`config.mk`:
```
export PLATFORM = sky130hd
export DESIGN_NAME = asq_ctrl
export DESIGN_NICKNAME = d
export VERILOG_FILES = /design/src/rtl/asq_pkg.sv /design/src/rtl/asq_ctrl.sv
export VERILOG_INCLUDE_DIRS = /design/src /design/src/rtl
export SDC_FILE = /design/constraint.sdc
export NUM_CORES = 1
export LEC_CHECK = 0
export BUFFER_PORTS_ARGS = -buffer_cell sky130_fd_sc_hd__buf_2
export CORE_MARGIN = 1
export CORE_UTILIZATION = 38
export CTS_BUF_LIST = sky130_fd_sc_hd__clkbuf_4
export DETAILED_ROUTE_END_ITERATION = 8
export PLACE_DENSITY_LB_ADDON = 0.1
export RECOVER_POWER = 50
export SYNTH_ARGS = -nofsm -noshare
export SYNTH_HDL_FRONTEND = slang
export SYNTH_SLANG_ARGS = --single-unit
```
`constraint.sdc`:
```
create_clock -name i_sys_clk -period 2.9 [get_ports i_sys_clk]
set_clock_uncertainty 0.2 [all_clocks]
set_input_delay 0.435 -clock i_sys_clk [delete_from_list [all_inputs] [get_ports i_sys_clk]]
set_output_delay 0.435 -clock i_sys_clk [all_outputs]
set_load 0.005 [all_outputs]
```
`src/rtl/asq_params.svh`:
```
// Purpose: Offsets, field positions, reset values and TAD counts.
// Assumes: 32-bit Avalon-MM slave, byte addresses, one word per register.
// Notes: Only definitions live here.
// Notes on behaviour
// RULE_01 - Indirect offset is zero, index, channel, zero-fill
// RULE_02 - Size code gives 1 to 128 words
// RULE_03 - Software keeps offset bits of base zero
// RULE_04 - Conversion takes 12 or 14 TAD
// RULE_05 - Sync delay within 1.5 to 2.5 TAD
// RULE_06 - TAD is divider multiple of system clock
// RULE_07 - RC clock users should pick two cycles
// RULE_08 - Bit 15 turns converter on
// RULE_09 - Bit 13 halts converter in Idle
// RULE_10 - Bit 11 enables, bit 12 picks buffer mode
// RULE_11 - Bit 12 matters only with bit 11
// RULE_12 - Bit 10 selects 12-bit conversions
// RULE_13 - Format field picks justification and sign
// RULE_14 - Trigger field ends sampling, starts conversion
// RULE_15 - Timer 1 codes differ on Sleep
// RULE_16 - Auto-start sets sample bit after conversion
// RULE_17 - Software writes sample, only clears done
// RULE_18 - Bits 14 and 3 read zero
// RULE_19 - Sample bit reads one while sampling
// RULE_20 - Done sets at completion, zero before
// RULE_21 - Offset ORed with destination base
// RULE_22 - Index advances per increment rate count
// RULE_23 - Reserved trigger codes never trigger
`ifndef ASQ_PARAMS_SVH
`define ASQ_PARAMS_SVH
`define ASQ_OFF_CTRL 5'h00
`define ASQ_OFF_CFG 5'h04
`define ASQ_OFF_BASE 5'h08
`define ASQ_OFF_STAT 5'h0c
`define ASQ_OFF_RES 5'h10
`define ASQ_RST_CTRL 16'h0000
`define ASQ_RST_CFG 32'h0000_0000
`define ASQ_B_ON 15
`define ASQ_B_IDLE 13
`define ASQ_B_BUFM 12
`define ASQ_B_EXT 11
`define ASQ_B_RES 10
`define ASQ_B_AUTO_SAMPLE_START 2
`define ASQ_B_SAMPLE_FLAG 1
`define ASQ_B_DONE 0
`define ASQ_TRIG_SW 4'h0
`define ASQ_TRIG_INT 4'h1
`define ASQ_TRIG_TMR3 4'h2
`define ASQ_TRIG_CTU 4'h4
`define ASQ_TRIG_T1NS 4'h5
`define ASQ_TRIG_T1 4'h6
`define ASQ_TRIG_AUTO 4'h7
`define ASQ_CONV_TAD_10 5'h0c
`define ASQ_CONV_TAD_12 5'h0e
`define ASQ_SYNC_TAD 5'h02
`endif

```
`src/rtl/asq_pkg.sv`:
```
// Purpose: Types of the converter sequencer.
// Assumes: Used with scoped names only.
// Notes: One struct holds all state of the design except the hlp_ticks_ff helper.
package asq_pkg;
    typedef enum logic [3:0] {
        ASQ_IDLE = 4'h1,
        ASQ_SAMPLE = 4'h2,
        ASQ_SYNC = 4'h4,
        ASQ_CONV = 4'h8
    } asq_state_t;

    typedef struct packed {
        logic waitreq;
        logic [31:0] rdata;
        logic on;
        logic idle_stop;
        logic buf_mode;
        logic ext_en;
        logic res12;
        logic [1:0] fmt;
        logic [3:0] trig_src;
        logic auto_sample_start;
        logic sample_flag;
        logic done;
        logic [7:0] div;
        logic [4:0] inc_rate;
        logic [2:0] sub_size;
        logic [4:0] sample_flag_time;
        logic [15:0] base;
        asq_state_t st;
        logic [7:0] pre;
        logic [4:0] tcnt;
        logic [4:0] chan;
        logic [6:0] idx;
        logic [4:0] rcnt;
        logic [10:0] ioff;
        logic [15:0] daddr;
        logic [15:0] result;
        logic rvalid;
        logic conv;
        logic int_s1;
        logic int_s2;
        logic int_d;
    } asq_regs_t;
endpackage : asq_pkg

```
`src/rtl/asq_ctrl.sv`:
```
// Purpose: Converter sequencer, control register and indirect addressing.
// Assumes: Triggers, SAR data and power modes come from same-clock logic.
// Notes: External interrupt pin is synchronised; Avalon answer in 1 cycle.
`timescale 1ns/100ps
`include "asq_params.svh"
module asq_ctrl (
    input wire logic i_sys_clk,
    input wire logic i_rst_n,
    input wire logic [4:0] i_avs_address,
    input wire logic i_avs_read,
    input wire logic i_avs_write,
    input wire logic [31:0] i_avs_writedata,
    input wire logic [3:0] i_avs_byteenable,
    output logic [31:0] o_avs_readdata,
    output logic o_avs_waitrequest,
    input wire logic i_idle_mode,
    input wire logic i_sleep_mode,
    input wire logic i_ext_int_pin,
    input wire logic i_timer3_trig,
    input wire logic i_timer1_trig,
    input wire logic i_charge_time_unit_trig,
    input wire logic [4:0] i_channel,
    input wire logic [11:0] i_sar_data,
    output logic o_sampling,
    output logic o_converting,
    output logic o_done,
    output logic [15:0] o_result,
    output logic o_result_valid,
    output logic [10:0] o_indirect_offset,
    output logic [15:0] o_dma_address
);

    asq_pkg::asq_regs_t r_ff;
    asq_pkg::asq_regs_t nxt_r;
    logic tick;
    logic trig;
    logic per_channel_indirect_mode;
    logic halted;
    logic int_edge;
    logic [4:0] conv_len;
    logic [10:0] pia_now;
    logic [31:0] ctrl_rd;
    logic [31:0] cfg_rd;
    logic [31:0] wv;
    logic [4:0] hlp_ticks_ff;

    function automatic logic [31:0] wmerge(input logic [31:0] old,
                                           input logic [31:0] wd,
                                           input logic [3:0] be);
        logic [31:0] m;
        m = {{8{be[3]}}, {8{be[2]}}, {8{be[1]}}, {8{be[0]}}};
        wmerge = (old & ~m) | (wd & m);
    endfunction : wmerge

    function automatic logic [10:0] pia_off(input logic [4:0] ch,
                                            input logic [6:0] ix,
                                            input logic [2:0] sz);
        logic [17:0] t;
        logic [6:0] m;
        m = 7'((8'h01 << sz) - 8'h01);
        // Upper channel bits fall off above 11 bits: 16 or 8 channels at size codes 6 and 7
        t = (18'(ch) << ({1'b0, sz} + 4'h1)) | (18'(ix & m) << 1); // [RULE_01] [RULE_02]
        pia_off = t[10:0];
    endfunction : pia_off

    function automatic logic [15:0] fmt_res(input logic [11:0] raw,
                                            input logic m12,
                                            input logic [1:0] f);
        logic [15:0] u;
        logic [15:0] s;
        logic [15:0] l;
        u = m12 ? {4'h0, raw} : {6'h00, raw[9:0]};
        s = m12 ? {{5{~raw[11]}}, raw[10:0]} : {{7{~raw[9]}}, raw[8:0]};
        l = m12 ? {raw, 4'h0} : {raw[9:0], 6'h00};
        case (f) // [RULE_13]
            2'h0: fmt_res = u;
            2'h1: fmt_res = s;
            2'h2: fmt_res = l;
            default: fmt_res = l ^ 16'h8000;
        endcase
    endfunction : fmt_res

    // Bits 14 and 3 are not stored, so they always read zero
    assign ctrl_rd = {16'h0000, r_ff.on, 1'b0, r_ff.idle_stop, r_ff.buf_mode,
                      r_ff.ext_en, r_ff.res12, r_ff.fmt, r_ff.trig_src, 1'b0,
                      r_ff.auto_sample_start, r_ff.sample_flag, r_ff.done}; // [RULE_18]
    assign cfg_rd = {3'h0, r_ff.sample_flag_time, 5'h00, r_ff.sub_size, 3'h0,
                     r_ff.inc_rate, r_ff.div};
    assign tick = (r_ff.pre == r_ff.div); // [RULE_06]
    assign halted = r_ff.idle_stop & i_idle_mode; // [RULE_09]
    assign per_channel_indirect_mode = r_ff.ext_en & ~r_ff.buf_mode; // [RULE_10] [RULE_11]
    assign conv_len = r_ff.res12 ? `ASQ_CONV_TAD_12 : `ASQ_CONV_TAD_10; // [RULE_12]
    assign pia_now = pia_off(r_ff.chan, r_ff.idx, r_ff.sub_size);
    assign int_edge = r_ff.int_s2 & ~r_ff.int_d;

    always_comb begin
        case (r_ff.trig_src) // [RULE_14] [RULE_23]
            `ASQ_TRIG_INT: trig = int_edge;
            `ASQ_TRIG_TMR3: trig = i_timer3_trig;
            `ASQ_TRIG_CTU: trig = i_charge_time_unit_trig;
            `ASQ_TRIG_T1NS: trig = i_timer1_trig & ~i_sleep_mode; // [RULE_15]
            `ASQ_TRIG_T1: trig = i_timer1_trig; // [RULE_15]
            `ASQ_TRIG_AUTO: trig = (r_ff.tcnt == r_ff.sample_flag_time);
            default: trig = 1'b0;
        endcase
    end

    always_comb begin
        nxt_r = r_ff;
        wv = 32'h0000_0000;
        nxt_r.int_s1 = i_ext_int_pin;
        nxt_r.int_s2 = r_ff.int_s1;
        nxt_r.int_d = r_ff.int_s2;
        nxt_r.rvalid = 1'b0;
        // Bus: request seen while waiting, answered the next cycle
        nxt_r.waitreq = ~((i_avs_read | i_avs_write) & r_ff.waitreq);
        if ((i_avs_read | i_avs_write) & r_ff.waitreq) begin
            case (i_avs_address)
                `ASQ_OFF_CTRL: nxt_r.rdata = ctrl_rd;
                `ASQ_OFF_CFG: nxt_r.rdata = cfg_rd;
                `ASQ_OFF_BASE: nxt_r.rdata = {16'h0000, r_ff.base};
                `ASQ_OFF_STAT: nxt_r.rdata = {7'h00, r_ff.conv, 1'b0, r_ff.idx,
                                              5'h00, r_ff.ioff};
                `ASQ_OFF_RES: nxt_r.rdata = {16'h0000, r_ff.result};
                default: nxt_r.rdata = 32'h0000_0000;
            endcase
        end
        if (i_avs_write & ~r_ff.waitreq) begin
            case (i_avs_address)
                `ASQ_OFF_CTRL: begin
                    wv = wmerge(ctrl_rd, i_avs_writedata, i_avs_byteenable);
                    nxt_r.on = wv[`ASQ_B_ON]; // [RULE_08]
                    nxt_r.idle_stop = wv[`ASQ_B_IDLE];
                    nxt_r.buf_mode = wv[`ASQ_B_BUFM];
                    nxt_r.ext_en = wv[`ASQ_B_EXT];
                    nxt_r.res12 = wv[`ASQ_B_RES];
                    nxt_r.fmt = wv[9:8];
                    nxt_r.trig_src = wv[7:4];
                    nxt_r.auto_sample_start = wv[`ASQ_B_AUTO_SAMPLE_START];
                    nxt_r.sample_flag = wv[`ASQ_B_SAMPLE_FLAG]; // [RULE_17]
                    if (!wv[`ASQ_B_DONE]) begin
                        nxt_r.done = 1'b0; // [RULE_17]
                    end
                end
                `ASQ_OFF_CFG: begin
                    wv = wmerge(cfg_rd, i_avs_writedata, i_avs_byteenable);
                    nxt_r.div = wv[7:0];
                    nxt_r.inc_rate = wv[12:8];
                    nxt_r.sub_size = wv[18:16];
                    nxt_r.sample_flag_time = wv[28:24];
                end
                `ASQ_OFF_BASE: begin
                    wv = wmerge({16'h0000, r_ff.base}, i_avs_writedata,
                                i_avs_byteenable);
                    nxt_r.base = wv[15:0];
                end
                default: begin
                    wv = 32'h0000_0000;
                end
            endcase
        end
        // Hardware events come after the software write so they win
        if (!r_ff.on) begin
            nxt_r.st = asq_pkg::ASQ_IDLE; // [RULE_08]
            nxt_r.conv = 1'b0;
            nxt_r.pre = 8'h00;
            nxt_r.tcnt = 5'h00;
        end else if (!halted) begin
            nxt_r.pre = tick ? 8'h00 : r_ff.pre + 8'h01;
            if (tick && r_ff.tcnt != 5'h1f) begin
                nxt_r.tcnt = r_ff.tcnt + 5'h01;
            end
            case (r_ff.st)
                asq_pkg::ASQ_IDLE: begin
                    if (r_ff.sample_flag) begin
                        nxt_r.st = asq_pkg::ASQ_SAMPLE; // [RULE_19]
                        nxt_r.pre = 8'h00;
                        nxt_r.tcnt = 5'h00;
                    end
                end
                asq_pkg::ASQ_SAMPLE: begin
                    // Prescaler restarts on each entry so TAD counts are exact
                    if ((r_ff.trig_src == `ASQ_TRIG_SW && !r_ff.sample_flag) ||
                        (r_ff.trig_src != `ASQ_TRIG_SW && trig)) begin
                        nxt_r.st = asq_pkg::ASQ_SYNC; // [RULE_14]
                        nxt_r.sample_flag = 1'b0; // [RULE_19]
                        nxt_r.done = 1'b0; // [RULE_20]
                        nxt_r.conv = 1'b1;
                        nxt_r.pre = 8'h00;
                        nxt_r.tcnt = 5'h00;
                    end else if (!r_ff.sample_flag) begin
                        nxt_r.st = asq_pkg::ASQ_IDLE;
                    end
                end
                asq_pkg::ASQ_SYNC: begin
                    // Fixed 2 TAD: inside the 1.5 to 2.5 TAD window
                    if (tick && r_ff.tcnt == `ASQ_SYNC_TAD - 5'h01) begin
                        nxt_r.st = asq_pkg::ASQ_CONV; // [RULE_05]
                        nxt_r.chan = i_channel;
                        nxt_r.tcnt = 5'h00;
                    end
                end
                asq_pkg::ASQ_CONV: begin
                    if (tick && r_ff.tcnt == conv_len - 5'h01) begin // [RULE_04]
                        nxt_r.st = asq_pkg::ASQ_IDLE;
                        nxt_r.conv = 1'b0;
                        nxt_r.done = 1'b1; // [RULE_20]
                        nxt_r.rvalid = 1'b1;
                        nxt_r.result = fmt_res(i_sar_data, r_ff.res12, r_ff.fmt);
                        nxt_r.ioff = per_channel_indirect_mode ? pia_now : 11'h000; // [RULE_10]
                        nxt_r.daddr = r_ff.base |
                                      {5'h00, (per_channel_indirect_mode ? pia_now : 11'h000)}; // [RULE_21]
                        if (per_channel_indirect_mode) begin
                            if (r_ff.rcnt == r_ff.inc_rate) begin // [RULE_22]
                                nxt_r.rcnt = 5'h00;
                                nxt_r.idx = r_ff.idx + 7'h01;
                            end else begin
                                nxt_r.rcnt = r_ff.rcnt + 5'h01;
                            end
                        end
                        if (r_ff.auto_sample_start) begin
                            nxt_r.sample_flag = 1'b1; // [RULE_16]
                        end
                    end
                end
                default: begin
                    nxt_r.st = asq_pkg::ASQ_IDLE;
                end
            endcase
        end
    end

    always_ff @(posedge i_sys_clk or negedge i_rst_n) begin
        if (!i_rst_n) begin
            r_ff <= '0;
            r_ff.waitreq <= 1'b1;
            r_ff.st <= asq_pkg::ASQ_IDLE;
            // Divider is the low byte of the config word
            r_ff.div <= 8'(`ASQ_RST_CFG);
        end else begin
            r_ff <= nxt_r;
        end
    end

    assign o_avs_readdata = r_ff.rdata;
    assign o_avs_waitrequest = r_ff.waitreq;
    assign o_sampling = r_ff.sample_flag;
    assign o_converting = r_ff.conv;
    assign o_done = r_ff.done;
    assign o_result = r_ff.result;
    assign o_result_valid = r_ff.rvalid;
    assign o_indirect_offset = r_ff.ioff;
    assign o_dma_address = r_ff.daddr;

    // Helper: TAD ticks spent in sync plus conversion
    // Halted cycles add nothing, so frozen time is not counted
    always_ff @(posedge i_sys_clk or negedge i_rst_n) begin
        if (!i_rst_n) begin
            hlp_ticks_ff <= 5'h00;
        end else if (r_ff.on && (r_ff.st == asq_pkg::ASQ_SYNC ||
                                 r_ff.st == asq_pkg::ASQ_CONV)) begin
            hlp_ticks_ff <= hlp_ticks_ff + {4'h0, tick & ~halted};
        end else begin
            hlp_ticks_ff <= 5'h00;
        end
    end
endmodule : asq_ctrl

```
# After elaboration in Yosys (flattened, before gate mapping)
# Cells that the tools add are included.
# classes
eq_ne,29
reduce_logical,20
shifts,2
n_addsub,7
n_mux,43
bitwise,27
# op_table
op,n
29-bit one-hot mux with 5 select lines,1
79-bit two-way mux,1
29-bit bitwise AND,2
57-bit two-way mux,1
56-bit two-way mux,1
16-bit two-way mux,3
16-bit one-hot mux with 3 select lines,1
39-bit two-way mux,1
17-bit two-way mux,2
16-bit bitwise AND,2
16-bit bitwise OR,2
29-bit inverter,1
29-bit bitwise OR,1
12-bit two-way mux,2
21-bit two-way mux,1
"4-bit by 3-bit == test with 1-bit output, second input constant",5
4-bit two-way mux,4
16-bit by 11-bit bitwise OR with 16-bit output,1
4-bit one-hot mux with 4 select lines,1
8-bit one-hot mux with 2 select lines,1
5-bit == test,3
5-bit two-way mux,3
5-bit one-hot mux with 3 select lines,1
13-bit two-way mux,1
other kinds (48),86
# word_totals
output_inout_bits,80
elab_cells,159
in_bits,68
register_bits,166

# Depth between registers and ports, before layout
# Gate-level depths: netlist (run 1).
# depth
ltp_word,11
ltp_mapped,10
mapped_depth_nobuf,8

# Least setup slack after synthesis (run 1)
# OpenSTA, ideal clock, no wires.
# synth_timing
path_kind,reg2reg
startpoint,register with a tool-made name
endpoint,"register r_ff, in the netlist o_indirect_offset[6]"
t_arrival_ns,2.355
path_buffers,1
setup_time_ns,0.125
required_time_ns,2.575
path_slack_ns,0.220
period_less_slack_ns,2.680
path_stages_with_launch,10
path_cell_list,dfrtp_1 clkbuf_1 inv_1 ha_1 mux2_2 a22oi_1 o21ai_0 a32oi_1 nor2_1 mux2_2
# synth_rtl
item,line,rtl
"end signal, assigned",asq_ctrl.sv:241,r_ff <= nxt_r;
"end, declared",asq_ctrl.sv:33,asq_pkg::asq_regs_t r_ff;

# Final worst setup path (run 1)
# layout_timing
startpoint,register r_ff[65] (netlist bit)
endpoint,register r_ff[68] (netlist bit)
# layout_between
elab_chain_len,8
elab_cells_between_ends,16
cone_classes,add/sub: 1; eq/ne: 3; mux: 8; reduce/logical: 4
# layout_rtl
item,line,rtl
5-bit == test,asq_ctrl.sv:103,`ASQ_TRIG_AUTO: trig = (r_ff.tcnt == r_ff.sample_flag_time);
1-bit one-hot mux with 6 select lines,asq_ctrl.sv:97,case (r_ff.trig_src)
1-bit logical AND,asq_ctrl.sv:184,(r_ff.trig_src != `ASQ_TRIG_SW && trig)) begin
1-bit logical OR,asq_ctrl.sv:183,if ((r_ff.trig_src == `ASQ_TRIG_SW && !r_ff.sample_flag) ||
13-bit two-way mux,asq_ctrl.sv:183,
5-bit one-hot mux with 3 select lines (*),asq_ctrl.sv:173,case (r_ff.st)
79-bit two-way mux (*),asq_ctrl.sv:168,end else if (!halted) begin
17-bit two-way mux (*),asq_ctrl.sv:163,if (!r_ff.on) begin
# Mark *: on every way between the ends. The rest lies on a longest branch, timed or not. The select of a mux whose other input is x is not followed.
# A chain may end at the register's enable or synchronous reset.

==> key figures, run 1 <==
Global routing
  • Total global routing overflow: 0
  • Initial antenna violation count: 1
  • Largest net degree at the start of global routing: between 60 and 70
  • Vias in the first global route: 6496
  • First-pass GRT wire length: between 30000 and 40000 um
  • Total track usage: 0.219

Drt
  • Via/cell ratio: 5.29
  • Pre-Repair DR Iteration Count: 5
  • Initial DRC count: 517
  • Via count: about 6700
  • Remaining antenna violation count: 0
  • Routed WL per cell: 19.6 um
  • Routed WL: between 20000 and 25000 um
  • DRC viols: 0

Clocking
  • Clk root buf: clkbuf_4
  • Resized Gates After CTS: 0
  • TritonCTS Buffers: 17
  • Worst skew pair latency: ~570 ps
  • H-Tree Level Count: 4
  • CTS sink count: 162
  • CTS tree: yes
  • Clk slew on worst S/H paths: 160 ps
  • Maximum buffer depth of the clock tree: 2

Yosys
  • Avg Cell Area, Syn: approximately 10 sq um
  • Register bit total from synthesis: 162
  • Top FF cell, synth: dfrtp_1
  • Synthesized area: 8680 sq um
  • Synth warn: 0
  • Sequential fraction of the synthesis area: 0.467
  • Synth cell types: roughly 70
  • Synth area leader: dfrtp_1
  • Post-synthesis cell count: around 870
  • Top post-synthesis cells by area: dfrtp_1 46%, mux2_2 8.0%, buf_4 6.6%
  • Yosys top cell area share: 0.461
  • Post-synth ARST share: 1.00
  • Post-synth EDFFs: 0

Final layout
  • Most frequent cells in the layout: 160 x dfrtp_1, 127 x buf_2, 114 x nand2_1, 62 x mux2_2, 59 x o21ai_0
  • Layout cells sized above 1: 0.281
  • Most common cell after layout, fill and taps aside: dfrtp_1
  • Finished Cell Area: 9910 sq um
  • Non-Filler Instances: 1272
  • Final nets: about 1100
  • Area delta synth->final: 14.1%

Hold path
  • Hold WC Path Type: in2reg

Outcome
  • Status: complete, but fails checks
  • Failing checks: max-capacitance violations, max-slew violations

Pwr
  • Sw frac: 0.302
  • Sequential Power Share: 0.554
  • Clk pwr share: 0.312
  • Power Internal: 3.03 mW
  • Combinational fraction of design power: 0.134
  • Switch Pwr: 1.31 mW
  • Lkg Pwr: 4.85 nW
  • Pwr dens: 438 nW/um^2
  • Total power: 4.34 mW
  • Maximum vdd drop: 266 uV

Setup path
  • Crit. End Element: flop
  • CP Class: reg2reg
  • CP max stage cell: dfrtp_1
  • Crit path launch type: flop
  • Crit-path max FO: 8
  • Most used cell along the critical path: ha_1
  • Critical Path AT: between 2000 and 3000 ps
  • Crit-path cells: ha_1 -> and3_1 -> ha_1 -> nor3_2 -> nor4b_1 -> o22ai_1 -> a21boi_0
  • Max stage delay on crit path: ~520 ps
  • Critical path's top delay family: simple AND/OR/NAND/NOR gates
  • CP Data Required Time: 3200 ps
  • WP buf/inv: 0

Floorplan
  • Die Wd: 153 um
  • Die ar.: 23500 sq um
  • Initial Util: 0.393
  • CORE AREA: approximately 22000 sq um
  • Std cell rows: 54
  • Die height: 153 um
  • IO Pins: 148

STA
  • F_max: approximately 390 MHz
  • Final slew viol count: 62
  • Final WS setup: 330 ps
  • Final setup viols: 0
  • Setup TNS: 0 ps
  • Final min period: 2570 ps
  • Final hold violation count: 0
  • RSZ-0062 raised after global routing: no
  • Final period util: 0.886
  • Actual slew at the worst max-slew pin: roughly 1600 ps
  • Max-slew headroom: -0.0650

Placed design
  • Pre-CTS WS: 370 ps
  • Post-DP Area: 9290 sq um
  • Dpl hpwl: 18900 um
  • IO Port Bufs: 135
  • Placed instance count: ~1200
  • Routability cong.: 0.867

Flow run
  • Maxcap violations: 1
-- cells by family (layout without fill, tap and decap cells) --
kind of cell,Yosys count,after routing,share of synthesized area
AO/OA/AOI/OAI,189,189,0.144
adder cells (fa/ha/maj),11,11,0.0158
other,1,5,0.000432
XOR/XNOR,26,26,0.0262
multiplexers,74,74,0.0986
AND/OR/NAND/NOR,266,266,0.153
flip-flops,162,162,0.467
buffers and inverters,137,259,0.0951
-- worst reg2reg max path, delay by kind of cell (launching register included) --
kind,cells,cell delay [ps]
compound gates,2,370
simple gates,3,950
fa+ha+maj,2,480
flops,1,520
-- cells in the mapped netlist (10+ instances only) --
library cell and count:
dfrtp_1 160, nand2_1 114, buf_4 76, mux2_2 62, o21ai_0 59, nor2_1 44
clkbuf_1 32, a21oi_1 31, nand3_1 22, a22oi_1 17, nand2b_1 16, a222oi_1 15
a21o_1 14, inv_1 14, nor3_1 14, xnor2_1 14, and3_1 12, xor2_1 12
ha_1 11, a31oi_1 10
-- final timing paths --
check | start | to | slack (ps) | depth (start not counted)
min in group asynchronous | i_rst_n | asynchronous set/reset pin | 560 | 2
min reg2reg | nxt_r[1] | nxt_r[0] | 160 | 0
max in group asynchronous | i_rst_n | asynchronous set/reset pin | 420 | 3
max reg2reg | r_ff[65] | r_ff[68] | 330 | 7
max | r_ff[65] | r_ff[68] | 330 | 7
min | i_sar_data[9] | o_result[9] | 40 | 3
-- metal layers --
| metal | GRT usage | up-vias | routed length, um |
|---|---|---|---|
| li1 | - | 3224 | - |
| met1 | 0.328 | 3303 | 12500 |
| met2 | 0.329 | 195 | 10900 |
| met3 | 0.0437 | 13 | 1340 |
| met4 | 0.0380 | 0 | 191 |
| met5 | 0 | - | 0 |
-- final cells by class --
type                    instances  area [sq um]
fillers                      2185         12200
flip-flops and latches        162          4060
multi-input cells             570          3820
repair buffers                213          1350
well taps                     280           350
clock inverters                15           153
clock buffers                  17           128
inverters                      14          52.6
diodes                          1          2.50
-- power by group through the flow --
stage | combinational (mW) | sequential [mW] | clock, mW
after floorplan | 0.326 | 2.41 | 0
after global placement | 0.543 | 2.45 | 0
after detailed placement | 0.547 | 2.45 | 0
after CTS | 0.588 | 2.41 | 1.41
after global routing | 0.643 | 2.42 | 1.50
final | 0.580 | 2.41 | 1.36
-- through the flow --
step                utilization  hold slack (ps)
floorplan                     -            -60.6
global placement          0.421              132
detailed placement        0.421              136
CTS                       0.451             5.29
global route              0.449             27.7
finish                    0.449             36.1
-- repair_timing --
action / 4_1_cts / 5_1_grt
hold buffers: 38 / 0
hold endpoints to repair: 120 / 0
setup endpoints to repair: 0 / 0
buffers inserted: 0 / 0
Note: power is estimated with default switching activity, not from simulation.
==> inputs of run 2 (changes only) <==
--- a/config.mk
+++ b/config.mk
@@ -9,7 +9,7 @@
 export BUFFER_PORTS_ARGS = -buffer_cell sky130_fd_sc_hd__buf_2
 export CORE_MARGIN = 1
 export CORE_UTILIZATION = 38
-export CTS_BUF_LIST = sky130_fd_sc_hd__clkbuf_4
+export CTS_BUF_LIST = sky130_fd_sc_hd__clkbuf_16
 export DETAILED_ROUTE_END_ITERATION = 8
 export PLACE_DENSITY_LB_ADDON = 0.1
 export RECOVER_POWER = 50
==> key figures, run 2 (synthesized netlist as in run 1, its figures left out) <==
Setup path
  • Max stage delay on crit path: 500 ps (was 520 ps)
  • CP Data Required Time: 3040 ps (was 3200 ps)
  • Crit path launch type: flop (unchanged)
  • R2r endpoint: r_ff[68] (unchanged)
  • Crit-path cells: ha_1 -> and3_1 -> ha_1 -> nor3_2 -> nor4b_1 -> o22ai_1 -> a21boi_0 (unchanged)
  • Crit-path max FO: 8 (unchanged)
  • R2r setup slk: 320 ps (was 330 ps)
  • Critical Path AT: 2720 ps (was 2870 ps)
  • Most used cell along the critical path: ha_1 (unchanged)
  • CP Launch Point: r_ff[65] (unchanged)
  • CP max stage cell: dfrtp_1 (unchanged)
  • CP Class: reg2reg (unchanged)
  • Reg2reg start: r_ff[65] (unchanged)
  • FF-to-FF path depth: 7 (unchanged)
  • Setup crit end: r_ff[68] (unchanged)
  • Crit. End Element: flop (unchanged)

Global routing
  • Largest net degree at the start of global routing: 63 (unchanged)
  • Initial antenna violation count: 0 (was 1)
  • Vias in the first global route: 6434 (was 6496)
  • Total global routing overflow: 0 (unchanged)
  • First-pass GRT wire length: 38800 um (was 38900 um)
  • Total track usage: 0.220 (was 0.219)

STA
  • Final hold violation count: 0 (unchanged)
  • Actual slew at the worst max-slew pin: 1640 ps (was 1600 ps)
  • Final slew viol count: 61 (was 62)
  • Final WS setup: 322 ps (was 330 ps)
  • Final period util: 0.889 (was 0.886)
  • Max-slew headroom: -0.0929 (was -0.0650)
  • F_max: 388 MHz (was 389 MHz)
  • Final min period: 2580 ps (was 2570 ps)
  • RSZ-0062 raised after global routing: no (unchanged)
  • Final setup viols: 0 (unchanged)
  • Setup TNS: 0 ps (unchanged)

Drt
  • Pre-Repair DR Iteration Count: 6 (was 5)
  • Via count: 6650 (was 6735)
  • DRC viols: 0 (unchanged)
  • Remaining antenna violation count: 0 (unchanged)
  • Initial DRC count: 613 (was 517)
  • Routed WL: 24800 um (was 25000 um)
  • Via/cell ratio: 5.38 (was 5.29)
  • Routed WL per cell: 20.1 um (was 19.6 um)

Floorplan
  • Die ar.: 23500 sq um (unchanged)
  • Die Wd: 153 um (unchanged)
  • IO Pins: 148 (unchanged)
  • CORE AREA: 22100 sq um (unchanged)
  • Die height: 153 um (unchanged)
  • Initial Util: 0.393 (unchanged)
  • Std cell rows: 54 (unchanged)

Outcome
  • Failing checks: max-capacitance violations, max-slew violations (unchanged)
  • Status: complete, but fails checks (unchanged)

Final layout
  • Area delta synth->final: 13.5% (was 14.1%)
  • Layout fillers: 2188 (was 2185)
  • Ant diodes: 0 (was 1)
  • Most common cell after layout, fill and taps aside: dfrtp_1 (unchanged)
  • Final nets: 1021 (was 1057)
  • Layout cells sized above 1: 0.290 (was 0.281)
  • Core Util, Final: 0.446 (was 0.449)
  • Most frequent cells in the layout: 160 x dfrtp_1, 124 x buf_2, 114 x nand2_1, 62 x mux2_2, 59 x o21ai_0 (was 160 x dfrtp_1, 127 x buf_2, 114 x nand2_1, 62 x mux2_2, 59 x o21ai_0)

Clocking
  • Clk root buf: clkbuf_16 (was clkbuf_4)
  • Maximum buffer depth of the clock tree: 2 (unchanged)
  • CTS sink count: 162 (unchanged)
  • Worst skew pair latency: 440 ps (was 570 ps)
  • CTS tree: yes (unchanged)
  • Setup bufs post-CTS: 0 (unchanged)
  • H-Tree Level Count: 4 (unchanged)
  • Clk slew on worst S/H paths: 70 ps (was 160 ps)
  • TritonCTS Buffers: 17 (unchanged)

Pwr
  • Lkg Pwr: 4.83 nW (was 4.85 nW)
  • Total power: 5.18 mW (was 4.34 mW)
  • Pwr dens: 526 nW/um^2 (was 438 nW/um^2)
  • Maximum vdd drop: 390 uV (was 266 uV)

Placed design
  • Dpl hpwl: 18900 um (unchanged)
  • IO Port Bufs: 135 (unchanged)
  • Pre-CTS WS: 370 ps (unchanged)
  • Routability cong.: 0.867 (unchanged)

Hold path
  • Hold WC Path Type: in2reg (unchanged)

Flow run
  • Maxcap violations: 1 (unchanged)
-- run 2: power by group --
part,switching (mW),total (mW),leakage [nW],internal [mW]
sequential,0.0807,2.41,2.22,2.33
combinational,0.321,0.543,2.33,0.223
clock,1.02,2.23,0.282,1.21
total,1.42,5.18,4.83,3.76
-- run 2: through the flow --
| step | instance area [sq um] | instances | hold slack, ps |
|---|---|---|---|
| 2_1_floorplan | 8690 | 869 | -60.6 |
| 3_3_place_gp | 9290 | 1201 | 132 |
| 3_5_place_dp | 9290 | 1201 | 136 |
| 4_1_cts | 9890 | 1235 | 22.7 |
| 5_1_grt | 9860 | 1235 | 25.8 |
| 6_report | 9860 | 1235 | 30.9 |
-- run 2: critical path, delay by kind of cell (launching register included) --
| family | cells | cell delay [ps] |
|---|---|---|
| AND/OR/NAND/NOR | 3 | 940 |
| flip-flops | 1 | 500 |
| adder cells (fa/ha/maj) | 2 | 480 |
| AO/OA/AOI/OAI | 2 | 370 |
-- run 2: per-layer routing --
layer  track usage  wire length (um)  up-vias
met5             0                 0        -
met4        0.0467               214        0
met3        0.0473              1340       15
met2         0.326             10800      200
met1         0.326             12500     3281
li1              -                 -     3154
-- run 2: cell type report --
| type | instances | area (sq um) | area share |
|---|---|---|---|
| Clock inverter | 15 | 153 | 0.0155 |
| Clock buffer | 17 | 425 | 0.0431 |
| Sequential cell | 162 | 4060 | 0.411 |
| Multi-Input combinational cell | 570 | 3820 | 0.388 |
| Inverter | 14 | 52.6 | 0.00533 |
| Timing Repair Buffer | 177 | 1000 | 0.101 |
| Tap cell | 280 | 350 | 0.0355 |
-- run 2: worst min-delay path by stage --
stage | start | end | slack, ps | depth (start not counted)
after floorplan | i_rst_n | asynchronous set/reset pin | -60 | 0
after global placement | nxt_r[1] | nxt_r[0] | 130 | 0
after detailed placement | nxt_r[1] | nxt_r[0] | 140 | 0
after CTS | i_avs_writedata[18] | flop | 20 | 2
after global routing | i_avs_writedata[14] | flop | 30 | 2
final | i_avs_writedata[18] | flop | 30 | 2
-- run 2: timing repair --
item,CTS,global route
hold buffers,2,0
hold endpoints to repair,58,0
gates resized for setup,0,0
